### src/core/psfs_params.svh
// Offsets, field positions, codes and reset values of the fault status bank
`ifndef PSFS_PARAMS_SVH
`define PSFS_PARAMS_SVH

// Register command codes
`define PSFS_ADDR_SUMMARY      16'h0070
`define PSFS_ADDR_INPUT        16'h0071
`define PSFS_ADDR_OUT_VOLTAGE  16'h0072
`define PSFS_ADDR_OUT_CURRENT  16'h0073

// Function codes
`define PSFS_FN_READ_HOLDING   8'h03
`define PSFS_FN_READ_INPUT     8'h04
`define PSFS_FN_WRITE_SINGLE   8'h06

// Exception codes
`define PSFS_EXC_ILLEGAL_FUNC  8'h01
`define PSFS_EXC_ILLEGAL_ADDR  8'h02

// Summary word bit positions
`define PSFS_SUM_OUT_VOLTAGE   15
`define PSFS_SUM_OUT_CURRENT   14
`define PSFS_SUM_INPUT         13
`define PSFS_SUM_VENDOR        12
`define PSFS_SUM_STANDBY       11
`define PSFS_SUM_FANS          10
`define PSFS_SUM_TEMPERATURE   2

// Input status bit positions
`define PSFS_IN_LINE_FREQ_BAD  15
`define PSFS_IN_PHASE_ORDER    14
`define PSFS_IN_OVERVOLT       7
`define PSFS_IN_UNDERVOLT      4
`define PSFS_IN_OVERCURRENT    2
`define PSFS_IN_POWER_DERATE   1

// Output voltage status bit positions
`define PSFS_OV_SHORT          15
`define PSFS_OV_OVERVOLT       7
`define PSFS_OV_UNDERVOLT      4
`define PSFS_OV_STARTUP_TMO    2

// Output current status bit positions
`define PSFS_OC_OVERCURRENT    7
`define PSFS_OC_OVERPOWER_CC   6

// Reset values
`define PSFS_WORD_RESET        16'h0000
`define PSFS_BYTE_RESET        8'h00

`endif

### src/core/psfs_pkg.sv
// Types shared by the fault status bank
package psfs_pkg;
   typedef logic [15:0] psfs_word_t;   // One status register
   typedef logic [7:0]  psfs_byte_t;   // Function or exception code
   // Kind of answer given to a request
   typedef enum logic [1:0] {
      PSFS_ANS_READ,
      PSFS_ANS_WRITE_ECHO,
      PSFS_ANS_EXCEPTION
   } psfs_answer_t;
endpackage

### src/core/psfs_sync.sv
// Two flip-flop synchroniser for a group of asynchronous levels
module psfs_sync #(
   parameter int WIDTH = 1
) (
   // Clock and reset
   input  wire logic             clk,
   input  wire logic             rstn,
   // Levels
   input  wire logic [WIDTH-1:0] asyncIn,
   output logic      [WIDTH-1:0] syncOut
);
   logic [WIDTH-1:0] stage1;   // First stage, read only by second stage

   // Two stages, constant reset values
   always_ff @(posedge clk or negedge rstn) begin
      if (!rstn) begin
         stage1  <= '0;
         syncOut <= '0;
      end else begin
         stage1  <= asyncIn;
         syncOut <= stage1;
      end
   end
endmodule

### src/core/psfs_fault_status.sv
// Fault status register bank answering decoded serial register requests
//
// Behaviour
// - Read functions 03h and 04h return registers
// - Single-register write function refused with exception 02h
// - Summary bits OR their category registers
// - Line frequency and phase order input flags
// - Input overvoltage flag follows the condition
// - Input undervoltage flag follows the condition
// - Input overcurrent flag follows the condition
// - Input power derating flag follows derating
// - Output short circuit sets latched flag
// - Output overvoltage and output faults stay latched
// - Output undervoltage latched only in voltage mode
// - Startup timeout latched until power cycle
// - Output overcurrent latched until power cycle
// - Overpower in current mode latched
`include "psfs_params.svh"

module psfs_fault_status (
   // Clock and reset (reset is the power cycle)
   input  wire logic                clk,
   input  wire logic                rstn,
   // Fault detector levels, asynchronous
   input  wire logic                lineFreqBad,
   input  wire logic                phaseOrderBad,
   input  wire logic                inOvervolt,
   input  wire logic                inUndervolt,
   input  wire logic                inOvercurrent,
   input  wire logic                inPowerDerate,
   input  wire logic                outShort,
   input  wire logic                outOvervolt,
   input  wire logic                outUndervolt,
   input  wire logic                startupTimeout,
   input  wire logic                outOvercurrent,
   input  wire logic                outOverpowerCc,
   // Operating mode, same clock
   input  wire logic                voltageSourceMode,
   input  wire logic                currentSourceMode,
   // Other category registers, same clock
   input  wire psfs_pkg::psfs_word_t vendorFaultStatus,
   input  wire psfs_pkg::psfs_word_t standbyFaultStatus,
   input  wire psfs_pkg::psfs_word_t fanFaultStatus,
   input  wire psfs_pkg::psfs_word_t temperatureFaultStatus,
   // Decoded request from the framing layer
   input  wire logic                reqValid,
   input  wire psfs_pkg::psfs_byte_t reqFunction,
   input  wire psfs_pkg::psfs_word_t reqAddress,
   input  wire psfs_pkg::psfs_word_t reqData,
   // Answer to the framing layer
   output logic                     respValid,
   output psfs_pkg::psfs_answer_t   respKind,
   output psfs_pkg::psfs_byte_t     respCode,
   output psfs_pkg::psfs_word_t     respAddress,
   output psfs_pkg::psfs_word_t     respData,
   // Register contents for local use
   output psfs_pkg::psfs_word_t     faultSummaryWord
);

   // Synchronised detector levels
   logic [11:0] rawFaults;           // Pin levels, packed
   logic [11:0] syncFaults;          // After two flip-flops
   logic        sLineFreqBad;        // Synchronised line frequency fault
   logic        sPhaseOrderBad;      // Synchronised phase order fault
   logic        sInOvervolt;         // Synchronised input overvoltage
   logic        sInUndervolt;        // Synchronised input undervoltage
   logic        sInOvercurrent;      // Synchronised input overcurrent
   logic        sInPowerDerate;      // Synchronised derating
   logic        sOutShort;           // Synchronised output short
   logic        sOutOvervolt;        // Synchronised output overvoltage
   logic        sOutUndervolt;       // Synchronised output undervoltage
   logic        sStartupTimeout;     // Synchronised startup timeout
   logic        sOutOvercurrent;     // Synchronised output overcurrent
   logic        sOutOverpowerCc;     // Synchronised overpower

   // Latched output faults, cleared only by power cycle
   logic        outShortLatch;       // Output short circuit
   logic        outOvervoltLatch;    // Output overvoltage
   logic        outUndervoltLatch;   // Output undervoltage, voltage mode
   logic        startupTimeoutLatch; // Output never reached target
   logic        outOvercurrentLatch; // Output overcurrent
   logic        outOverpowerLatch;   // Overpower, current mode

   // Assembled register contents
   psfs_pkg::psfs_word_t inputFaultStatus;          // Input category
   psfs_pkg::psfs_word_t outputVoltageFaultStatus;  // Output voltage category
   psfs_pkg::psfs_word_t outputCurrentFaultStatus;  // Output current category
   psfs_pkg::psfs_word_t summaryWord;               // Summary of categories

   // Request decode
   logic        isRead;              // Read holding or read input
   logic        isWrite;             // Write single register
   logic        addrHit;             // Address names a register here
   psfs_pkg::psfs_word_t readMux;    // Selected register
   logic        hitSummary;          // Summary word addressed
   logic        hitInput;            // Input category addressed
   logic        hitOutVolt;          // Output voltage category addressed
   logic        hitOutCurr;          // Output current category addressed

   // Next answer values
   psfs_pkg::psfs_answer_t next_respKind;
   psfs_pkg::psfs_byte_t   next_respCode;
   psfs_pkg::psfs_word_t   next_respData;

   // OR of a whole category register
   function automatic logic anySet(input psfs_pkg::psfs_word_t w);
      // Any set bit raises the summary bit
      return |w;
   endfunction

   // Place one flag at a bit position of an otherwise clear word
   function automatic psfs_pkg::psfs_word_t bitAt(input logic v, input int pos);
      psfs_pkg::psfs_word_t w;
      w = `PSFS_WORD_RESET;
      // Only the low four bits of the position matter
      w[pos[3:0]] = v;
      return w;
   endfunction

   // Pack the pins for the synchroniser
   // Bit order must match the unpack below
   assign rawFaults = {lineFreqBad, phaseOrderBad, inOvervolt, inUndervolt,
                       inOvercurrent, inPowerDerate, outShort, outOvervolt,
                       outUndervolt, startupTimeout, outOvercurrent, outOverpowerCc};

   // Two flip-flops on every detector pin
   // A fault shorter than one clock may go unseen
   psfs_sync #(
      .WIDTH (12)
   ) u_sync (
      .clk     (clk),
      .rstn    (rstn),
      .asyncIn (rawFaults),
      .syncOut (syncFaults)
   );

   // Unpack synchronised levels
   // Input category levels
   assign sLineFreqBad    = syncFaults[11];
   assign sPhaseOrderBad  = syncFaults[10];
   assign sInOvervolt     = syncFaults[9];
   assign sInUndervolt    = syncFaults[8];
   assign sInOvercurrent  = syncFaults[7];
   assign sInPowerDerate  = syncFaults[6];
   // Output category levels
   assign sOutShort       = syncFaults[5];
   assign sOutOvervolt    = syncFaults[4];
   assign sOutUndervolt   = syncFaults[3];
   assign sStartupTimeout = syncFaults[2];
   assign sOutOvercurrent = syncFaults[1];
   assign sOutOverpowerCc = syncFaults[0];

   // Sticky output voltage faults; only power cycle clears them
   always_ff @(posedge clk or negedge rstn) begin
      if (!rstn) begin
         // Power cycle clears every latch
         outShortLatch       <= 1'b0;
         outOvervoltLatch    <= 1'b0;
         outUndervoltLatch   <= 1'b0;
         startupTimeoutLatch <= 1'b0;
      end else begin
         // Set only; nothing clears while powered
         outShortLatch       <= outShortLatch | sOutShort;
         outOvervoltLatch    <= outOvervoltLatch | sOutOvervolt;
         // Undervolt counts only in voltage-source mode
         outUndervoltLatch   <= outUndervoltLatch
                                | (sOutUndervolt & voltageSourceMode);
         startupTimeoutLatch <= startupTimeoutLatch | sStartupTimeout;
      end
   end

   // Sticky output current faults; only power cycle clears them
   always_ff @(posedge clk or negedge rstn) begin
      if (!rstn) begin
         // Power cycle clears every latch
         outOvercurrentLatch <= 1'b0;
         outOverpowerLatch   <= 1'b0;
      end else begin
         // Set only; nothing clears while powered
         outOvercurrentLatch <= outOvercurrentLatch | sOutOvercurrent;
         // Overpower counts only in current-source mode
         outOverpowerLatch   <= outOverpowerLatch
                                | (sOutOverpowerCc & currentSourceMode);
      end
   end

   // Input category: live levels, recover on their own; other bits zero
   assign inputFaultStatus =
        bitAt(sLineFreqBad,   `PSFS_IN_LINE_FREQ_BAD)
      | bitAt(sPhaseOrderBad, `PSFS_IN_PHASE_ORDER)
      | bitAt(sInOvervolt,    `PSFS_IN_OVERVOLT)
      | bitAt(sInUndervolt,   `PSFS_IN_UNDERVOLT)
      | bitAt(sInOvercurrent, `PSFS_IN_OVERCURRENT)
      | bitAt(sInPowerDerate, `PSFS_IN_POWER_DERATE);

   // Output voltage category from latches; other bits zero
   assign outputVoltageFaultStatus =
        bitAt(outShortLatch,       `PSFS_OV_SHORT)
      | bitAt(outOvervoltLatch,    `PSFS_OV_OVERVOLT)
      | bitAt(outUndervoltLatch,   `PSFS_OV_UNDERVOLT)
      | bitAt(startupTimeoutLatch, `PSFS_OV_STARTUP_TMO);

   // Output current category from latches; other bits zero
   assign outputCurrentFaultStatus =
        bitAt(outOvercurrentLatch, `PSFS_OC_OVERCURRENT)
      | bitAt(outOverpowerLatch,   `PSFS_OC_OVERPOWER_CC);

   // Summary: each defined bit ORs one category, others zero
   assign summaryWord =
        bitAt(anySet(outputVoltageFaultStatus), `PSFS_SUM_OUT_VOLTAGE)
      | bitAt(anySet(outputCurrentFaultStatus), `PSFS_SUM_OUT_CURRENT)
      | bitAt(anySet(inputFaultStatus),         `PSFS_SUM_INPUT)
      | bitAt(anySet(vendorFaultStatus),        `PSFS_SUM_VENDOR)
      | bitAt(anySet(standbyFaultStatus),       `PSFS_SUM_STANDBY)
      | bitAt(anySet(fanFaultStatus),           `PSFS_SUM_FANS)
      | bitAt(anySet(temperatureFaultStatus),   `PSFS_SUM_TEMPERATURE);

   // Summary output register, so the port comes from flip-flops
   always_ff @(posedge clk or negedge rstn) begin
      if (!rstn) begin
         // Power cycle clears the summary
         faultSummaryWord <= `PSFS_WORD_RESET;
      end else begin
         // One clock behind the live summary
         faultSummaryWord <= summaryWord;
      end
   end

   // Function decode
   assign isRead  = (reqFunction == `PSFS_FN_READ_HOLDING)
                  | (reqFunction == `PSFS_FN_READ_INPUT);
   // Writes are decoded only so that they can be refused
   assign isWrite = (reqFunction == `PSFS_FN_WRITE_SINGLE);

   // One select line per register
   assign hitSummary = (reqAddress == `PSFS_ADDR_SUMMARY);
   assign hitInput   = (reqAddress == `PSFS_ADDR_INPUT);
   assign hitOutVolt = (reqAddress == `PSFS_ADDR_OUT_VOLTAGE);
   assign hitOutCurr = (reqAddress == `PSFS_ADDR_OUT_CURRENT);

   // Register select; unmapped addresses miss
   assign addrHit = hitSummary | hitInput | hitOutVolt | hitOutCurr;

   // Unselected registers contribute zero
   assign readMux =
        (hitSummary ? summaryWord              : 16'h0000)
      | (hitInput   ? inputFaultStatus         : 16'h0000)
      | (hitOutVolt ? outputVoltageFaultStatus : 16'h0000)
      | (hitOutCurr ? outputCurrentFaultStatus : 16'h0000);

   // Answer selection; the bank is read-only, nothing is written
   always_comb begin
      // Default: refuse as an unknown function
      next_respKind = psfs_pkg::PSFS_ANS_EXCEPTION;
      next_respCode = `PSFS_EXC_ILLEGAL_FUNC;
      next_respData = `PSFS_WORD_RESET;
      if (isRead && addrHit) begin
         // Both read functions return the register
         next_respKind = psfs_pkg::PSFS_ANS_READ;
         next_respCode = reqFunction;
         next_respData = readMux;
      end else if (isRead || isWrite) begin
         // Valid function, but address unmapped or register read-only
         next_respKind = psfs_pkg::PSFS_ANS_EXCEPTION;
         next_respCode = `PSFS_EXC_ILLEGAL_ADDR;
         next_respData = reqData & 16'h0000;
      end else begin
         // Any other function code
         next_respKind = psfs_pkg::PSFS_ANS_EXCEPTION;
         next_respCode = `PSFS_EXC_ILLEGAL_FUNC;
      end
   end

   // Answer strobe, one cycle after each request
   always_ff @(posedge clk or negedge rstn) begin
      if (!rstn) begin
         // No answer pending after power cycle
         respValid <= 1'b0;
      end else begin
         // Every request is taken and answered
         respValid <= reqValid;
      end
   end

   // Answer fields, loaded with each request and held until the next
   always_ff @(posedge clk or negedge rstn) begin
      if (!rstn) begin
         // Neutral answer fields after power cycle
         respKind    <= psfs_pkg::PSFS_ANS_READ;
         respCode    <= `PSFS_BYTE_RESET;
         respAddress <= `PSFS_WORD_RESET;
         respData    <= `PSFS_WORD_RESET;
      end else if (reqValid) begin
         // Capture the answer of the request just taken
         respKind    <= next_respKind;
         respCode    <= next_respCode;
         respAddress <= reqAddress;
         respData    <= next_respData;
      end
   end

endmodule

### config.mk
export PLATFORM = sky130hd
export DESIGN_NAME = psfs_fault_status
export DESIGN_NICKNAME = d
export VERILOG_FILES = /design/src/core/psfs_pkg.sv /design/src/core/psfs_sync.sv /design/src/core/psfs_fault_status.sv
export VERILOG_INCLUDE_DIRS = /design/src /design/src/core
export SDC_FILE = /design/constraint.sdc
export NUM_CORES = 1
export LEC_CHECK = 0
export BUFFER_PORTS_ARGS = -buffer_cell sky130_fd_sc_hd__buf_2
export CAP_MARGIN = 20
export CORE_UTILIZATION = 30
export DETAILED_ROUTE_END_ITERATION = 6
export SYNTH_ARGS = -nofsm -noshare
export SYNTH_HDL_FRONTEND = slang
export SYNTH_SLANG_ARGS = --single-unit
### constraint.sdc
create_clock -name clk -period 1.9 [get_ports clk]
set_input_delay 0.57 -clock clk [delete_from_list [all_inputs] [get_ports clk]]
set_output_delay 0.57 -clock clk [all_outputs]
set_load 0.1 [all_outputs]
* Yosys cells after proc, flatten, opt, wreduce, memory -nomap -nowiden
Index checks and enable logic that the tools add are counted.
Widths: inputs -> output; s select.
** Cells by class
- $add $sub $neg :: 0
- Multiply operators :: 0
- Div/mod/pow operators :: 0
- $lt $le $gt $ge :: 0
- Equal/unequal tests :: 7
- Shifts and indexed selects :: 0
- Mux-type cells :: 8
- Bitwise logic cells :: 30
- Reduce and logical (&&, ||, !) cells :: 9
** Operators with widths (count)
- $reduce_or 16->1 :: 7
- $eq 16x7->1 const B :: 4
- $mux 16 :: 4
- $or 16x3->16 :: 3
- $or 16x8->16 :: 3
- $or 16x15->16 :: 2
- $or 16x16->16 :: 2
- $or 16x5->16 :: 2
- $eq 8x3->1 const B :: 2
- $mux 8 :: 2
- $or 16x11->16 :: 1
- $or 16x12->16 :: 1
- $or 16x13->16 :: 1
- $or 16x14->16 :: 1
- $or 16x2->16 :: 1
- $or 1x1->1 :: 10
- $eq 8x2->1 const B :: 1
- $or 8x7->8 :: 1
- $mux 2 :: 2
- $and 1x1->1 :: 2
- $logic_and 1x1->1 :: 1
- $logic_or 1x1->1 :: 1
** Storage, ports and cells
- Register bits :: 89
- Latch bits :: 0
- Bits in writable memories :: 0
- Memory bits (read-only) :: 0
- Output and inout port bits :: 59
- Memories :: 0

* Longest topological paths before layout
- Depth in word-level cells :: 16
- Mapped depth :: 6
- Gate-level depth less buffers :: 4

* Hierarchy
From an unflattened synthesis, not the netlist that was laid out.
** Second synthesis, totals
- Cell total of the unflattened synthesis :: 209
- Area, all modules :: 2837.7 um2
** Modules (own cells, without submodules)
- psfs_fault_status :: instances 1, cells each 185, area each 2237.1 um2
- psfs_sync :: instances 1, cells each 24, area each 600.6 um2

* Worst setup path before layout
No wires, ideal clock.
- Kind :: input port to flip-flop
- Start :: input reqFunction[3]
- End :: register respKind[1]
- Arrival time :: 1.783 ns
- Path slack :: -0.004 ns
- Cell stages on the path :: 5
- Buffers on the path :: 1
- Cells stage by stage :: or4_4 -> a2111oi_4 -> nand3_4 -> buf_6 -> o21a_1
** On the way
- Longest elaborated chain between the ends :: 4
** Ends and longest elaborated chain
- from (decl) :: RTL line psfs_fault_status.sv:47 : input wire psfs_pkg::psfs_byte_t reqFunction,
- $eq 8x2->1 (no source line) / $eq 8x3->1 (equally long branches)
- $or 1x1->1 * :: RTL line psfs_fault_status.sv:230 : assign isRead = (reqFunction == `PSFS_FN_READ_HOLDING)
- $logic_and 1x1->1 * :: RTL line psfs_fault_status.sv:257 : if (isRead && addrHit) begin
- $mux 2 * :: RTL line psfs_fault_status.sv:257
- to (signal assigned) :: RTL line psfs_fault_status.sv:289 : respKind <= psfs_pkg::PSFS_ANS_READ;
- to (signal assigned) :: RTL line psfs_fault_status.sv:295 : respKind <= next_respKind;
- to (decl) :: RTL line psfs_fault_status.sv:52 : output psfs_pkg::psfs_answer_t respKind,
Every way passes the cells marked *; elsewhere a longest branch is shown, timed or not.
A chain may end at the register's enable or synchronous reset.

* Worst setup path after layout
- Start :: register respData[7]
- End :: output respData[7]
** RTL lines
- from (decl) :: RTL line psfs_fault_status.sv:55 : output psfs_pkg::psfs_word_t respData,
- from (signal assigned) :: RTL line psfs_fault_status.sv:292 : respData <= `PSFS_WORD_RESET;
- from (signal assigned) :: RTL line psfs_fault_status.sv:298 : respData <= next_respData;
No word-level cell between the ends.

==> flow_metrics.env <==
export IMPL_drt_vias_per_instance=4.50
export IMPL_cts_resized_gates=0
export IMPL_p_int_mw=2.45
export IMPL_yosysWarnings=0
export IMPL_cts_hold_buf=0
export IMPL_antenna_found_initial=0
export IMPL_cts_buffer_depth=2
export IMPL_wl_per_cell_um=13.5
export IMPL_yosysTopAreaCell="dfrtp_1"
export IMPL_clk_insertion_delay_late_ns=0.33
export IMPL_p_leak_nw=1.88
export IMPL_setup_violations_final=0
export IMPL_worstPathCellList="buf_2"
export IMPL_layout_worst_path_cycle_share=0.915
export IMPL_crit_slowest_cell="buf_2"
export IMPL_final_layout_size_suffix_gt1_frac=0.570
export IMPL_grt_setup_unrepaired="false"
export IMPL_cts_tree="done"
export IMPL_fin_setup_tns_ns=0
export IMPL_ir_worst_vdd_mv=0.351
export IMPL_synth_common_cells="74 x dfrtp_1, 18 x nor4_1, 17 x mux2_2, 16 x buf_4, 9 x o2bb2ai_2"
export IMPL_crit_path_end_kind="primary output"
export IMPL_worstSetupPathType="reg -> out"
export IMPL_die_area_mm2=0.00987
export IMPL_cp_endpoint="respData[7]"
export IMPL_grt_ovfl_total=0
export IMPL_fmax_mhz=575
export IMPL_max_cap_viol_count=0
export IMPL_reg2regPathDepth=4
export IMPL_ctsHtreeMaxLevel=3
export IMPL_finalNonFillerCells=474
export IMPL_start_util=0.309
export IMPL_route_vias_total=2132
export IMPL_synth_area_mm2=0.00284
export IMPL_synth_cell_types=36
export IMPL_drc=0
export IMPL_cp_top_family="buffers and inverters"
export IMPL_p_sw_frac=0.322
export IMPL_p_switching_mw=1.16
export IMPL_first_iter_violations=28
export IMPL_worstMarginPinSlew_ns=0.513
export IMPL_synth_edff_count=0
export IMPL_dp_hpwl_um=4950
export IMPL_die_x_um=99.4
export IMPL_fin_crit_ns=1.74
export IMPL_worstSetupStartpoint="respData[7]"
export IMPL_async_flop_share=1.00
export IMPL_dr_pass1_iters=4
export IMPL_worstPathArrival_ns=1.17
export IMPL_cts_clk_slew_worst_paths_ns=0.08
export IMPL_finalPower_mw=3.61
export IMPL_die_h_um=99.4
export IMPL_seqPwrFrac=0.459
export IMPL_syn_to_final_growth_pct=37.7
export IMPL_post_route_util=0.426
export IMPL_p_clk_frac=0.350
export IMPL_cts_num_sinks=74
export IMPL_num_antenna_cells=0
export IMPL_hold_path_class="in -> async"
export IMPL_hold_slack_ns=0.0554
export IMPL_port_buffers=148
export IMPL_synthTopCellsByArea="dfrtp_1 65%, mux2_2 6.7%, o2bb2ai_2 4.8%"
export IMPL_seq_area_frac_synth=0.651
export IMPL_synthCells=197
export IMPL_maxSlewViolCount=0
export IMPL_synthFlopType="dfrtp_1"
export IMPL_crit_path_max_incr_delay_ns=0.44
export IMPL_ant_nets=0
export IMPL_io_pins=180
export IMPL_gp_congestion=0.721
export IMPL_row_count=35
export IMPL_netlist_area_leader_share=0.651
export IMPL_synth_most_common_cell="dfrtp_1"
export IMPL_r2r_start="outOvervoltLatch"
export IMPL_ys_seq_elements=74
export IMPL_worstReg2RegEnd="respData[15]"
export IMPL_cts_buffers=9
export IMPL_relSlewSlack=0.660
export IMPL_cp_max_fo=2
export IMPL_drt_wl_total_um=6400
export IMPL_hold_viol=0
export IMPL_ff2ff_setup_slack_ns=0.41
export IMPL_seq_area_mm2=0.00185
export IMPL_grtUsageTotal=0.132
export IMPL_cp_num_buf_inv=1
export IMPL_grt_pass1_vias=2035
export IMPL_synth_area_per_cell_um2=14.4
export IMPL_grt_max_degree=46
export IMPL_post_cts_buffers=0
export IMPL_setup_worst_path_start_class="flip-flop"
export IMPL_fin_nets=479
export IMPL_cts_root_buf="clkbuf_8"
export IMPL_fin_worst_skew_ns=0.00579
export IMPL_multi_input_area_um2=876
export IMPL_n_fill_cell=894
export IMPL_core_area_mm2=0.00920
export IMPL_cp_depth=1
export IMPL_power_density_mw_per_mm2=923
export IMPL_status="complete, no violations"
export IMPL_grt_pass1_wl_um=9780
export IMPL_crit_required_ns=1.33
export IMPL_numPlacedInstances=458
export IMPL_pwr_share_comb=0.191
==> stage by stage <==
step / setup WS (ns) / cell area, um2
3_3_place_gp: -0.163 / 3700
5_1_grt: 0.107 / 3920
3_5_place_dp: -0.211 / 3700
2_1_floorplan: -0.00384 / 2900
6_report: 0.161 / 3920
4_1_cts: 0.131 / 3920
==> cell usage in the layout (no fill, tap or decap), types with 4 or more instances in the layout <==
cell type,count
nor2_1,4
o2bb2ai_2,9
buf_4,9
or2_2,5
clkbuf_8,10
dfrtp_1,74
conb_1,15
nor2b_1,7
inv_1,4
mux2_2,17
nor4_1,18
buf_2,147
nand2_1,6
nand4_1,4
==> layer usage <==
layer | track usage | wire [um] | up-vias
met5 | 0 | 0 | -
met1 | 0.155 | 2600 | 1025
met2 | 0.228 | 3350 | 92
li1 | - | - | 1008
met3 | 0.0422 | 397 | 7
met4 | 0.0441 | 61 | 0
==> layout make-up <==
cell class | instances | area share
timing repair buffer | 157 | 0.210
inverter | 4 | 0.00384
clock inverter | 6 | 0.0185
sequential | 74 | 0.473
clock buffer | 10 | 0.0352
multi-input combinational | 112 | 0.224
tap | 111 | 0.0355
==> how the worst min path moves through the flow <==
| stage | endpoint | cells past startpoint | from |
|---|---|---|---|
| after floorplan | faultSummaryWord[10] | 0 | rstn |
| after global placement | u_sync.syncOut[3] | 0 | u_sync.stage1[3] |
| after detailed placement | u_sync.syncOut[1] | 0 | u_sync.stage1[1] |
| after CTS | u_sync.stage1[2] | 1 | rstn |
| after global routing | u_sync.stage1[3] | 1 | rstn |
| final | u_sync.stage1[5] | 1 | rstn |
==> sequential cells by signal (all words and copies together), names as in the netlist <==
signal,cells
faultSummaryWord,7
outOvercurrentLatch,1
outOverpowerLatch,1
outOvervoltLatch,1
outShortLatch,1
outUndervoltLatch,1
respAddress,16
respCode,8
respData,11
respKind,1
respValid,1
startupTimeoutLatch,1
u_sync.stage1,12
u_sync.syncOut,12
==> cells by family (layout without fill, tap and decap cells) <==
| family | after synthesis | after routing | synth area share |
|---|---|---|---|
| compound gates | 24 | 24 | 0.0946 |
| buf+inv | 25 | 177 | 0.0594 |
| flops | 74 | 74 | 0.651 |
| mux | 19 | 19 | 0.0744 |
| other cells | 1 | 15 | 0.00132 |
| simple gates | 54 | 54 | 0.119 |
==> power by group through the flow <==
stage / logic [mW] / clock network (mW) / registers [mW]
after floorplan: 0.241 / 0 / 1.95
after global placement: 0.688 / 0 / 1.69
after CTS: 0.697 / 1.32 / 1.66
after detailed placement: 0.696 / 0 / 1.69
final: 0.689 / 1.27 / 1.66
after global routing: 0.722 / 1.39 / 1.67
(Power assumes the default switching activity.)
